File: src/cssg_pkg.sv
// package: register selectors, bit positions and reset values of the signalling status group
package cssg_pkg;
  localparam int unsigned CSSG_WIDTH = 16;

  // register selectors on the command port
  typedef enum logic [2:0] {
    CSSG_SEL_COND,
    CSSG_SEL_PTR,
    CSSG_SEL_NTR,
    CSSG_SEL_EVENT,
    CSSG_SEL_ENABLE
  } cssg_sel_t;

  localparam int unsigned CSSG_BIT_RSVD      = 15;
  localparam int unsigned CSSG_BIT_RAMP      = 14;
  localparam int unsigned CSSG_BIT_FER_RPT   = 13;
  localparam int unsigned CSSG_BIT_PILOT     = 12;
  localparam int unsigned CSSG_BIT_REGD      = 11;
  localparam int unsigned CSSG_BIT_FER_PASS  = 10;
  localparam int unsigned CSSG_BIT_FER_FAIL  = 9;
  localparam int unsigned CSSG_BIT_FER_MAX   = 8;
  localparam int unsigned CSSG_BIT_SO2       = 7;
  localparam int unsigned CSSG_BIT_HARD_HO   = 6;
  localparam int unsigned CSSG_BIT_SOFTER_HO = 5;
  localparam int unsigned CSSG_BIT_ALERT     = 4;
  localparam int unsigned CSSG_BIT_CONNECTED = 3;
  localparam int unsigned CSSG_BIT_CELL_TX   = 2;
  localparam int unsigned CSSG_BIT_PAGE_SENT = 1;
  localparam int unsigned CSSG_BIT_ACCESS    = 0;

  // bits with a live condition behind them; bits 13 to 8 are event-only, bit 15 is reserved
  localparam logic [15:0] CSSG_COND_MASK  = 16'h40FF;
  localparam logic [15:0] CSSG_EVONLY_MASK = 16'h3F00;
  localparam logic [15:0] CSSG_PTR_RESET  = 16'h7FFF;
  localparam logic [15:0] CSSG_NTR_RESET  = 16'h0000;
  localparam logic [15:0] CSSG_ENA_RESET  = 16'h0000;
  localparam logic [15:0] CSSG_EVT_RESET  = 16'h0000;
  localparam logic [15:0] CSSG_COND_RESET = 16'h0000;
endpackage

File: src/cssg_cmd_if.sv
// interface: command port between the top and the register core
interface cssg_cmd_if;
  import cssg_pkg::*;
  logic        wr;
  logic        rd;
  cssg_sel_t   sel;
  logic [15:0] wdata;
  logic        clr_status;
  logic [15:0] cond;
  logic [15:0] event_only;
  logic [15:0] rdata;
  logic        summary;
  modport top  (output wr, rd, sel, wdata, clr_status, cond, event_only, input rdata, summary);
  modport core (input wr, rd, sel, wdata, clr_status, cond, event_only, output rdata, summary);
endinterface

File: src/cssg_core.sv
// register core: condition, transition filters, event and enable registers
module cssg_core
  import cssg_pkg::*;
(
  // clock and reset
  input  wire logic sys_clk,
  input  wire logic rst,
  // command port
  cssg_cmd_if.core  cmd
);
  logic [15:0] cond_q;
  logic [15:0] ptr;
  logic [15:0] ntr;
  logic [15:0] evt;
  logic [15:0] ena;
  logic [15:0] cond_new;
  logic [15:0] next_evt;
  logic [15:0] next_ena;
  logic [15:0] set_bits;

  assign cond_new = cmd.cond & CSSG_COND_MASK;

  // per-bit edge filter and event-only latch
  for (genvar i = 0; i < CSSG_WIDTH; i++) begin : g_bit
    assign set_bits[i] = CSSG_COND_MASK[i]
                       ? ((cond_new[i] & ~cond_q[i] & ptr[i]) | (~cond_new[i] & cond_q[i] & ntr[i]))
                       : (CSSG_EVONLY_MASK[i] & cmd.event_only[i]);
  end

  always_comb begin
    next_evt = evt;
    if (cmd.clr_status || (cmd.rd && cmd.sel == CSSG_SEL_EVENT)) begin
      next_evt = '0;
    end
    next_evt = next_evt | set_bits; // set wins over clear
  end

  // enable after this edge, so the summary masks with the same enable the register will hold
  always_comb begin
    next_ena = ena;
    if (cmd.wr && cmd.sel == CSSG_SEL_ENABLE) begin
      next_ena = cmd.wdata & ~16'h8000;
    end
  end

  always_ff @(posedge sys_clk or posedge rst) begin
    if (rst) begin
      cond_q <= CSSG_COND_RESET;
    end else begin
      cond_q <= cond_new;
    end
  end

  always_ff @(posedge sys_clk or posedge rst) begin
    if (rst) begin
      evt <= CSSG_EVT_RESET;
    end else begin
      evt <= next_evt;
    end
  end

  always_ff @(posedge sys_clk or posedge rst) begin
    if (rst) begin
      ptr <= CSSG_PTR_RESET;
      ntr <= CSSG_NTR_RESET;
      ena <= CSSG_ENA_RESET;
    end else if (cmd.wr) begin
      unique case (cmd.sel)
        CSSG_SEL_PTR:    ptr <= cmd.wdata & ~16'h8000;
        CSSG_SEL_NTR:    ntr <= cmd.wdata & ~16'h8000;
        CSSG_SEL_ENABLE: ena <= next_ena;
        default: ;
      endcase
    end
  end

  // read data is the pre-clear value, registered
  always_ff @(posedge sys_clk or posedge rst) begin
    if (rst) begin
      cmd.rdata <= 16'h0000;
    end else if (cmd.rd) begin
      unique case (cmd.sel)
        CSSG_SEL_COND:   cmd.rdata <= cond_q;
        CSSG_SEL_PTR:    cmd.rdata <= ptr;
        CSSG_SEL_NTR:    cmd.rdata <= ntr;
        CSSG_SEL_EVENT:  cmd.rdata <= evt;
        CSSG_SEL_ENABLE: cmd.rdata <= ena;
        default:         cmd.rdata <= 16'h0000;
      endcase
    end
  end

  always_ff @(posedge sys_clk or posedge rst) begin
    if (rst) begin
      cmd.summary <= 1'b0;
    end else begin
      cmd.summary <= |(next_evt & next_ena);
    end
  end

  a_event_clear_read: assert property (@(posedge sys_clk) disable iff (rst)
    (cmd.rd && cmd.sel == CSSG_SEL_EVENT && !cmd.clr_status) |=> (evt == $past(set_bits)))
    else $error("event register not cleared by query");
  a_cstat_clears: assert property (@(posedge sys_clk) disable iff (rst)
    cmd.clr_status |=> (evt == $past(set_bits)))
    else $error("event register not cleared by clear-status");
  a_rise_latch: assert property (@(posedge sys_clk) disable iff (rst)
    ($rose(cond_q[CSSG_BIT_CONNECTED]) && $past(ptr[CSSG_BIT_CONNECTED])) |-> evt[CSSG_BIT_CONNECTED])
    else $error("filtered rising condition did not latch");
  a_fall_latch: assert property (@(posedge sys_clk) disable iff (rst)
    ($fell(cond_q[CSSG_BIT_RAMP]) && $past(ntr[CSSG_BIT_RAMP])) |-> evt[CSSG_BIT_RAMP])
    else $error("filtered falling condition did not latch");
  a_evonly_latch: assert property (@(posedge sys_clk) disable iff (rst)
    cmd.event_only[CSSG_BIT_PILOT] |=> evt[CSSG_BIT_PILOT])
    else $error("pilot event not latched");
  a_rsvd_zero: assert property (@(posedge sys_clk) disable iff (rst)
    !evt[CSSG_BIT_RSVD] && !cond_q[CSSG_BIT_RSVD] && !cmd.rdata[CSSG_BIT_RSVD])
    else $error("reserved bit set");
  a_summary_or: assert property (@(posedge sys_clk) disable iff (rst)
    ##1 (cmd.summary == |(evt & ena)))
    else $error("summary does not match masked events");
  a_enable_write: assert property (@(posedge sys_clk) disable iff (rst)
    (cmd.wr && cmd.sel == CSSG_SEL_ENABLE) |=> (ena == ($past(cmd.wdata) & 16'h7FFF)))
    else $error("enable write lost");
  a_cond_read: assert property (@(posedge sys_clk) disable iff (rst)
    (cmd.rd && cmd.sel == CSSG_SEL_COND) |=> (cmd.rdata == $past(cond_q)))
    else $error("condition read wrong");
endmodule

File: src/cssg_top.sv
// top: signalling status group with condition inputs, event strobes and command port
module cssg_top
  import cssg_pkg::*;
(
  // clock and reset
  input  wire logic        sys_clk,
  input  wire logic        rst,
  // live conditions
  input  wire logic        ramping,
  input  wire logic        so2_connected,
  input  wire logic        hard_handoff,
  input  wire logic        softer_handoff,
  input  wire logic        alerting,
  input  wire logic        call_connected,
  input  wire logic        spread_mode,
  input  wire logic        call_start,
  input  wire logic        access_probe,
  input  wire logic        call_end,
  // event-only strobes
  input  wire logic        fer_reported,
  input  wire logic        pilot_msg,
  input  wire logic        registering,
  input  wire logic        fer_pass,
  input  wire logic        fer_fail,
  input  wire logic        fer_max_frames,
  // command port
  input  wire logic        cmd_wr,
  input  wire logic        cmd_rd,
  input  wire cssg_sel_t   cmd_sel,
  input  wire logic [15:0] cmd_wdata,
  input  wire logic        clr_status,
  // answers
  output logic [15:0]      rdata,
  output logic             group_summary_bit
);
  logic page_sent;
  logic probe_seen;
  logic registering_q;

  cssg_cmd_if cmd ();

  // page-sent and access-probe conditions hold until the call ends
  always_ff @(posedge sys_clk or posedge rst) begin
    if (rst) begin
      page_sent <= 1'b0;
    end else if (call_start) begin
      page_sent <= 1'b1;
    end else if (call_end) begin
      page_sent <= 1'b0;
    end
  end

  always_ff @(posedge sys_clk or posedge rst) begin
    if (rst) begin
      probe_seen <= 1'b0;
    end else if (access_probe) begin
      probe_seen <= 1'b1;
    end else if (call_end) begin
      probe_seen <= 1'b0;
    end
  end

  always_ff @(posedge sys_clk or posedge rst) begin
    if (rst) begin
      registering_q <= 1'b0;
    end else begin
      registering_q <= registering;
    end
  end

  always_comb begin
    cmd.cond = 16'h0000;
    cmd.cond[CSSG_BIT_RAMP]      = ramping;
    cmd.cond[CSSG_BIT_SO2]       = so2_connected;
    cmd.cond[CSSG_BIT_HARD_HO]   = hard_handoff;
    cmd.cond[CSSG_BIT_SOFTER_HO] = softer_handoff;
    cmd.cond[CSSG_BIT_ALERT]     = alerting;
    cmd.cond[CSSG_BIT_CONNECTED] = call_connected;
    cmd.cond[CSSG_BIT_CELL_TX]   = spread_mode;
    cmd.cond[CSSG_BIT_PAGE_SENT] = page_sent;
    cmd.cond[CSSG_BIT_ACCESS]    = probe_seen;
    cmd.event_only = 16'h0000;
    cmd.event_only[CSSG_BIT_FER_RPT]  = fer_reported;
    cmd.event_only[CSSG_BIT_PILOT]    = pilot_msg;
    cmd.event_only[CSSG_BIT_REGD]     = registering_q & ~registering;
    cmd.event_only[CSSG_BIT_FER_PASS] = fer_pass;
    cmd.event_only[CSSG_BIT_FER_FAIL] = fer_fail;
    cmd.event_only[CSSG_BIT_FER_MAX]  = fer_max_frames;
  end

  assign cmd.wr         = cmd_wr;
  assign cmd.rd         = cmd_rd;
  assign cmd.sel        = cmd_sel;
  assign cmd.wdata      = cmd_wdata;
  assign cmd.clr_status = clr_status;
  assign rdata             = cmd.rdata;
  assign group_summary_bit = cmd.summary;

  cssg_core u_core (
    .sys_clk (sys_clk),
    .rst     (rst),
    .cmd     (cmd.core)
  );

  a_page_hold: assert property (@(posedge sys_clk) disable iff (rst)
    call_start |=> page_sent)
    else $error("page sent not set on call start");
  a_probe_end: assert property (@(posedge sys_clk) disable iff (rst)
    (call_end && !access_probe) |=> !probe_seen)
    else $error("access probe not cleared at call end");
endmodule

File: config.mk
export PLATFORM = sky130hd
export DESIGN_NAME = cssg_top
export DESIGN_NICKNAME = d
export VERILOG_FILES = /design/src/cssg_pkg.sv /design/src/cssg_cmd_if.sv /design/src/cssg_core.sv /design/src/cssg_top.sv
export SDC_FILE = /design/constraint.sdc
export NUM_CORES = 1
export LEC_CHECK = 0
export ABC_AREA = 1
export BUFFER_PORTS_ARGS = -buffer_cell sky130_fd_sc_hd__buf_4
export CORE_MARGIN = 8
export CORE_UTILIZATION = 60
export DETAILED_ROUTE_END_ITERATION = 7
export PLACE_DENSITY = 0.89
export SLEW_MARGIN = 20
export SYNTH_ARGS = -nofsm -noshare
export SYNTH_HDL_FRONTEND = slang
export SYNTH_SLANG_ARGS = --single-unit
File: constraint.sdc
create_clock -name sys_clk -period 5.67 [get_ports sys_clk]
set_clock_uncertainty 0.05 [all_clocks]
set_input_delay 0.567 -clock sys_clk [delete_from_list [all_inputs] [get_ports sys_clk]]
set_output_delay 0.567 -clock sys_clk [all_outputs]
set_load 0.005 [all_outputs]
Word-level counts from Yosys, hierarchy flattened

Cells that the tools add are included.

Register bits after elaboration: 91
Input port bits: 40

Reduce and logical (&&, ||, !) cells: 10
Equal/unequal tests: 4
Muxes and demuxes: 6
Bitwise gates (word level): 67

Operators by type and width:

| cell                                          | number |
|---|---|
| case mux 16 bit (5 select lines)              | 1 |
| bitwise AND 1 bit                             | 37 |
| two-way mux 16 bit                            | 2 |
| NOT 1 bit                                     | 19 |
| bitwise AND 16 bit                            | 1 |
| bitwise OR 16 x 15 -> 16 bit                  | 1 |
| OR reduction 16 bit                           | 1 |
| bitwise OR 1 bit                              | 9 |
| == test 3 x 2 -> 1 bit, second input constant | 2 |
| AND reduction 2 bit                           | 3 |
| nonzero test 2 bit                            | 2 |
| == test 3 x 1 -> 1 bit, second input constant | 1 |
| == test 3 bit, second input constant          | 1 |
| logical NOT 3 bit                             | 1 |
| two-way mux 1 bit                             | 3 |
| logical AND 1 bit                             | 2 |
| logical OR 1 bit                              | 1 |

Logic depth before layout (Yosys ltp)

Gate-level depths: netlist of run 1.

Depth in word-level cells: 7
Mapped depth: 12

By module

Synthesis of run 1 repeated with hierarchy kept, for this count alone.

Cell total of the unflattened synthesis: 479
Area total of the unflattened synthesis: 4048.9 um2

Modules (own cells, without submodules):

| module    | instances | sequential area each (um2) | cells an instance | area an instance (um2) |
|---|---|---|---|---|
| cssg_core | 1         | 2220.9                     | 465               | 3932.5 |
| cssg_top  | 1         | 75.1                       | 14                | 116.4 |

Worst setup path after synthesis of run 1

No wires, ideal clock.

Kind: input -> register
Start: input cmd_sel[2]
End: register u_core.cmd.summary
Path slack: 3936 ps
Arrival: 1565 ps
Stages: 10
Library setup time: 119 ps
Buffers on the path: 2
Path through: buf_2 -> inv_1 -> nand4_2 -> buf_2 -> nand3_1 -> nand2_1 -> a21oi_1 -> nand2_1 -> nor2_1 -> nand2_1

Word-level cells in the longest chain between the ends: 7

Ends and longest elaborated chain:

| what                         | line              | RTL |
|---|---|---|
| start, declared              | cssg_top.sv:29    | `input wire cssg_sel_t cmd_sel,` |
| == test 3 x 2 -> 1 bit       | cssg_core.sv:32   | `if (cmd.clr_status \|\| (cmd.rd && cmd.sel == CSSG_SEL_EVENT)) begin` |
| logical AND 1 bit            | cssg_core.sv:32   |  |
| logical OR 1 bit             | cssg_core.sv:32   |  |
| two-way mux 16 bit           | cssg_core.sv:32   |  |
| bitwise OR 16 x 15 -> 16 bit | cssg_core.sv:35   | `next_evt = next_evt \| set_bits;` |
| via u_core.next_evt[14]      | cssg_core.sv:17   | `logic [15:0] next_evt;` |
| bitwise AND 16 bit           | cssg_core.sv:97   | `cmd.summary <= \|(next_evt & next_ena);` |
| OR reduction 16 bit          | cssg_core.sv:97   |  |
| end signal, assigned         | cssg_core.sv:97   |  |
| end, declared                | cssg_cmd_if.sv:14 | `modport core (input wr, rd, sel, wdata, clr_status, cond, event_only, output rdata, summary);` |

The timed path passes the listed nets, and every way through them passes these cells.
A chain may end at the register's enable or synchronous reset.

Worst setup path in the final report of run 1

Start: input cmd_sel[2]
End: register u_core.ntr[3]

Word-level cells in the longest chain between the ends: 2

Ends and longest elaborated chain:

| what                          | line            | RTL |
|---|---|---|
| == test 3 x 2 -> 1 bit        | cssg_core.sv:68 | `unique case (cmd.sel)` |
| AND reduction 2 bit (no line) | -               |  |
| end signal, assigned          | cssg_core.sv:70 | `CSSG_SEL_NTR: ntr <= cmd.wdata & ~16'h8000;` |
| end, declared                 | cssg_core.sv:13 | `logic [15:0] ntr;` |

Every way passes these cells.

==> metrics.cfg, run 1 <==
[global_routing]
grt_antenna_before_repair = 0
first_global_vias = 3485
grt_pass1_wl_um = 16100
grt_max_degree = 92
overflow = 0
grt_usage_pct = 20.6

[worst_setup_path]
path_max_fanout = 30
startpoint_type = input pin
crit_type = input pin to flip-flop
cp.arrival_ps = 2560
required_ps = 5860
cp-end-kind = flip-flop

[sta]
max_freq_mhz = 421
hold_violations = 0
drv_slew = 0
rsz0062_at_grt = no
finalCritPeriodShare_pct = 41.9
finalSetupTns_ps = 0
max-slew-margin-rel_pct = 31.6
period_minus_slack_ps = 2380
tightestPinTransition_ps = 1020
setup_viol = 0

[floorplan]
ioPinCount = 57
row_count = 30
die_height_um = 98.1
die-area_mm2 = 0.00962
core-area_mm2 = 0.00664
initial_core_util_pct = 60.9
die_w_um = 98.1

[finish]
antenna_cells = 0
n_fill_cell = 484
fin_nets = 567
fin_area_mm2 = 0.00472
seqCellArea_mm2 = 0.00230
drive_gt1_share_pct = 19.0
area_growth_pct = 16.7
multi_input_area_mm2 = 0.00144

[synth]
yosys-top-cells-area = dfrtp_1 (47%), nand2_1 (15%), dfstp_2 (9.7%)
postSynthCellCount = 478
synth_largest_area_cell = dfrtp_1
ys_async_sr_fraction_pct = 100
ys.flop_type = dfrtp_1
syn_avg_cell_area_um2 = 8.46
yosysWarnings = 0
syn_nets = 518
yosysSeqAreaShare_pct = 56.8
yosysUniqueCellTypes = 25
ys_ff_latch = 91
synth_edf_count = 0
synth_area_mm2 = 0.00404
yosysTopAreaCellShare_pct = 47.0

[placed_design]
place.port_buffers = 55
dp_hpwl_um = 6270
place_area_mm2 = 0.00447
routabilityCongestion = 0.791

[routing]
drtIter0Drc = 261
drtAntennaViolNets = 0
finalWirelength_um = 9640
wl_per_cell_um = 15.8
dr.pass1.iters = 5
drc = 0
vias = 3439
via_per_inst = 5.62

[cts]
clock_latency_ps = 350
cts-root-buf = clkbuf_8
cts_resized = 0
clock-sinks = 91
htreeDepth = 3
path_clk_slew_ps = 90
clock_path_buffers = 2
postCtsHoldBufs = 0
numCtsBuffers = 9
cts_setup_buffers = 0
cts_tree = yes

[worst_hold_path]
hp-class = input pin to flip-flop

[pwr]
leakagePower_nw = 2.42
p_per_area_mw_per_mm2 = 337
vdd_drop_max_uv = 170

[run]
max-cap-violations = 0

[run_status]
outcome = finished, final reports clean

-- per-layer routing --
metal	part of all wire, %	global-route usage (%)	vias up
li1	-	-	1619
met1	40	24.8	1639
met2	51	34.8	159
met3	6.9	3.41	22
met4	2.0	10.7	0
met5	0	0	-
-- flip-flops by register name, summed over array words and instances (netlist names) --
register and count:
page_sent 1, registering_q 1, u_core.ptr 15, u_core.evt 16, probe_seen 1, u_core.ena 16
u_core.ntr 15, u_core.cond_q 9, u_core.cmd.summary 1, u_core.cmd.rdata 16
-- per-stage QoR --
stage                     setup slack, ps  hold WS [ps]  power, mW  instances  util (%)
after floorplan                      2710           324      0.971        478         -
after global placement               3160           334       1.06        596      67.3
after detailed placement             2940           338       1.07        596      67.3
after CTS                            3300           264       1.59        612      71.0
after global routing                 3110           261       1.66        612      71.0
final                                3290           270       1.59        612      71.0
-- report_power, final --
group | total, mW | internal [mW] | switching (mW)
logic | 0.247 | 0.106 | 0.142
clock network | 0.521 | 0.304 | 0.217
registers | 0.820 | 0.761 | 0.0593
total | 1.59 | 1.17 | 0.418
-- placed cells by master, fill, tap and decap left out --
cell | Yosys | routed
a21oi_1 | 13 | 13
a22o_1 | 3 | 3
a32o_1 | 1 | 1
buf_4 | 0 | 55
buf_6 | 2 | 1
bufinv_16 | 0 | 3
clkbuf_1 | 6 | 1
clkbuf_8 | 0 | 10
clkinv_2 | 0 | 3
dfrtp_1 | 76 | 76
dfstp_2 | 15 | 15
inv_1 | 54 | 53
inv_2 | 4 | 4
mux2_2 | 6 | 6
nand2_1 | 164 | 164
nand3_1 | 27 | 27
nand3_4 | 1 | 1
nand4_1 | 9 | 9
nand4_2 | 1 | 1
nor2_1 | 18 | 18
nor2_4 | 1 | 1
nor3_2 | 1 | 1
o211ai_1 | 1 | 1
o21a_1 | 2 | 2
o21ai_0 | 48 | 48
o21ai_1 | 13 | 13
o21bai_1 | 2 | 2
-- logic make-up (layout without fill, tap and decap cells) --
kind of cell	after synthesis	in the layout	synth area share, %
muxes	6	6	1.67
AOI/OAI and AO/OA	83	83	11.0
and+or+nand+nor	222	222	22.9
DFF	91	91	56.8
buffers and inverters	76	130	7.67
-- worst paths after layout --
kind	from	to	slack [ps]	cells past startpoint
max in group asynchronous	rst	u_core.cmd.rdata[3]	4650	3
hold reg to reg	probe_seen	u_core.cond_q[0]	360	0
min in group asynchronous	rst	page_sent	360	3
hold / removal	registering	registering_q	270	1
setup reg to reg	u_core.ntr[14]	u_core.cmd.summary	4360	8
setup / recovery	cmd_sel[2]	u_core.ntr[3]	3290	6
-- Yosys cell counts (2+ instances only) --
| master | number |
|---|---|
| dfstp_2 | 15 |
| o21bai_1 | 2 |
| a22o_1 | 3 |
| mux2_2 | 6 |
| inv_2 | 4 |
| a21oi_1 | 13 |
| nor2_1 | 18 |
| o21a_1 | 2 |
| nand3_1 | 27 |
| inv_1 | 54 |
| buf_6 | 2 |
| nand4_1 | 9 |
| o21ai_0 | 48 |
| buf_2 | 8 |
| dfrtp_1 | 76 |
| buf_1 | 2 |
| o21ai_1 | 13 |
| clkbuf_1 | 6 |
| nand2_1 | 164 |
-- layout make-up --
type / instances / share of cell area [%]
clock buffer: 11 / 3.00
sequential: 91 / 48.7
multi-input combinational: 311 / 30.5
tap: 80 / 2.12
clock inverter: 5 / 2.12
inverter: 58 / 4.64
timing repair buffer: 56 / 8.99
-- critical path, cell delays in order --
cell and delay, ps:
buf_4 150, inv_1 90, nand3_1 310, inv_2 330, nand2_1 660, o21ai_0 450
Note: power is estimated with default switching activity, not from simulation.
==> run 2: changes to the inputs <==
--- a/config.mk
+++ b/config.mk
@@ -8,9 +8,9 @@
 export ABC_AREA = 1
 export BUFFER_PORTS_ARGS = -buffer_cell sky130_fd_sc_hd__buf_4
 export CORE_MARGIN = 8
-export CORE_UTILIZATION = 60
+export CORE_UTILIZATION = 57
 export DETAILED_ROUTE_END_ITERATION = 7
-export PLACE_DENSITY = 0.89
+export PLACE_DENSITY = 0.85
 export SLEW_MARGIN = 20
 export SYNTH_ARGS = -nofsm -noshare
 export SYNTH_HDL_FRONTEND = slang
==> constraint.sdc (replaced) <==
create_clock -name sys_clk -period 2.5 [get_ports sys_clk]
set_clock_uncertainty 0.05 [all_clocks]
set_input_delay 0.25 -clock sys_clk [delete_from_list [all_inputs] [get_ports sys_clk]]
set_output_delay 0.25 -clock sys_clk [all_outputs]
set_load 0.005 [all_outputs]
==> run 2 against run 1 <==
Total power is 110% higher. Setup slack worse by 2300 ps. First-iteration DRC count is 20% lower. Count of clock-buffer cells in the layout is 4 higher. Highest routed layer unchanged.
==> metrics.cfg, run 2 (synthesized netlist as in run 1, its figures left out) <==
[worst_setup_path]
rr_endpoint = u_core.cmd.summary
cpMaxStageDelayCell = dlygate4sd3_1
cp.arrival_ps = 1710
startpoint_type = input pin
reg2reg_from = u_core.ntr[14]
max_stage_delay_ps = 540
cp-end-kind = flip-flop
r2r_slack_ps = 1130
crit_type = input pin to flip-flop
cp_cell_sequence = dlygate4sd3_1 > buf_4 > nand2_1 > nor2_1 > a21oi_1 > nand2_1 > a21oi_1 > nand2_1 > nor2_1 > nand2_1
required_ps = 2690
path_max_fanout = 3
worst-r2r-cell-count = 8
cp_common_cell = nand2_1

[run]
max-cap-violations = 0

[finish]
top_regs = u_core.cmd.rdata (16), u_core.ena (16), u_core.evt (16)
drive_gt1_share_pct = 19.4
antenna_cells = 0
area_growth_pct = 19.6
fin_nets = 582
final_cell_mix = nand2_1 (164), dfrtp_1 (76), buf_4 (61), inv_1 (53), o21ai_0 (48)
final_common_cell = nand2_1
finish.utilization_pct = 70.8
fin_area_mm2 = 0.00483

[pwr]
clock_power_share_pct = 28.2
power.switching_mw = 0.947
leakagePower_nw = 2.46
pwr-share-comb_pct = 17.1
finalPower_mw = 3.40
swShare_pct = 27.9
pwr-share-seq_pct = 54.7
p_int_mw = 2.45
vdd_drop_max_uv = 444
p_per_area_mw_per_mm2 = 703

[placed_design]
routabilityCongestion = 0.814
dp_hpwl_um = 6470
place_area_mm2 = 0.00455
place.port_buffers = 55
pre_cts_slack_ps = 682

[floorplan]
ioPinCount = 57
die_height_um = 100
core-area_mm2 = 0.00683
die-area_mm2 = 0.0100
die_w_um = 100
row_count = 30
initial_core_util_pct = 59.2

[sta]
finalCritPeriodShare_pct = 60.8
layout_setup_ws_ps = 981
period_minus_slack_ps = 1520
tightestPinTransition_ps = 797
rsz0062_at_grt = no
hold_violations = 0
max-slew-margin-rel_pct = 46.6
max_freq_mhz = 658
setup_viol = 0
drv_slew = 0
finalSetupTns_ps = 0

[cts]
numCtsBuffers = 9
clock_path_buffers = 2
clock_latency_ps = 350
htreeDepth = 3
clock-sinks = 91
postCtsHoldBufs = 9
cts-root-buf = clkbuf_8
path_clk_slew_ps = 80
cts_setup_buffers = 0
cts_tree = yes
cts_resized = 0

[global_routing]
grt_pass1_wl_um = 16900
grt_usage_pct = 21.2
overflow = 0
first_global_vias = 3670
grt_antenna_before_repair = 0
grt_max_degree = 92

[routing]
dr.pass1.iters = 5
drtAntennaViolNets = 0
via_per_inst = 5.34
finalWirelength_um = 10000
vias = 3435
drtIter0Drc = 210
wl_per_cell_um = 15.6
drc = 0

[worst_hold_path]
worstHoldPathCells = 2
hp-class = input pin to flip-flop
hp-start = call_end
hold-path-endpoint = probe_seen

[run_status]
outcome = finished, final reports clean

==> run 2: power groups by stage <==
stage                     combinational, mW  clock [mW]  sequential [mW]
final                                 0.581       0.959             1.86
after detailed placement              0.565           0             1.88
after floorplan                       0.351           0             1.85
after global routing                  0.670        1.03             1.89
after global placement                0.541           0             1.86
after CTS                             0.583       0.966             1.85
==> run 2: worst max-delay path by stage <==
stage,end,cells after the start,slack (ps),start
after floorplan,u_core.cmd.summary,10,1080,cmd_sel[2]
after global placement,u_core.cmd.summary,9,720,cmd_sel[2]
after detailed placement,u_core.cmd.summary,9,680,cmd_sel[2]
after CTS,u_core.cmd.summary,12,990,hard_handoff
after global routing,u_core.cmd.summary,12,880,alerting
final,u_core.cmd.summary,10,980,ramping
==> run 2: routing by layer <==
layer | up-vias | routed length [µm] | global-route usage (%) | part of all wire [%]
met5 | - | 0 | 0 | 0
li1 | 1649 | - | - | -
met1 | 1627 | 4000 | 24.9 | 40
met3 | 23 | 689 | 4.98 | 6.9
met4 | 0 | 202 | 10.2 | 2.0
met2 | 136 | 5110 | 35.6 | 51
==> run 2: critical path, delay by kind of cell <==
family	cells	cell delay (ps)
simple gates	6	500
compound gates	2	300
buf+inv	2	680
==> run 2: final cells by class <==
type	instances	area, µm²
sequential	91	2300
fill	551	2000
multi-input combinational	311	1440
timing repair buffer	71	568
inverter	58	221
clock buffer	15	186
tap	96	120
clock inverter	1	5.00
==> run 2: per-stage QoR <==
step	hold WS, ps	instances
finish	23.7	643
global route	9.80	643
CTS	18.0	643
detailed placement	320	618
global placement	319	618
floorplan	231	478
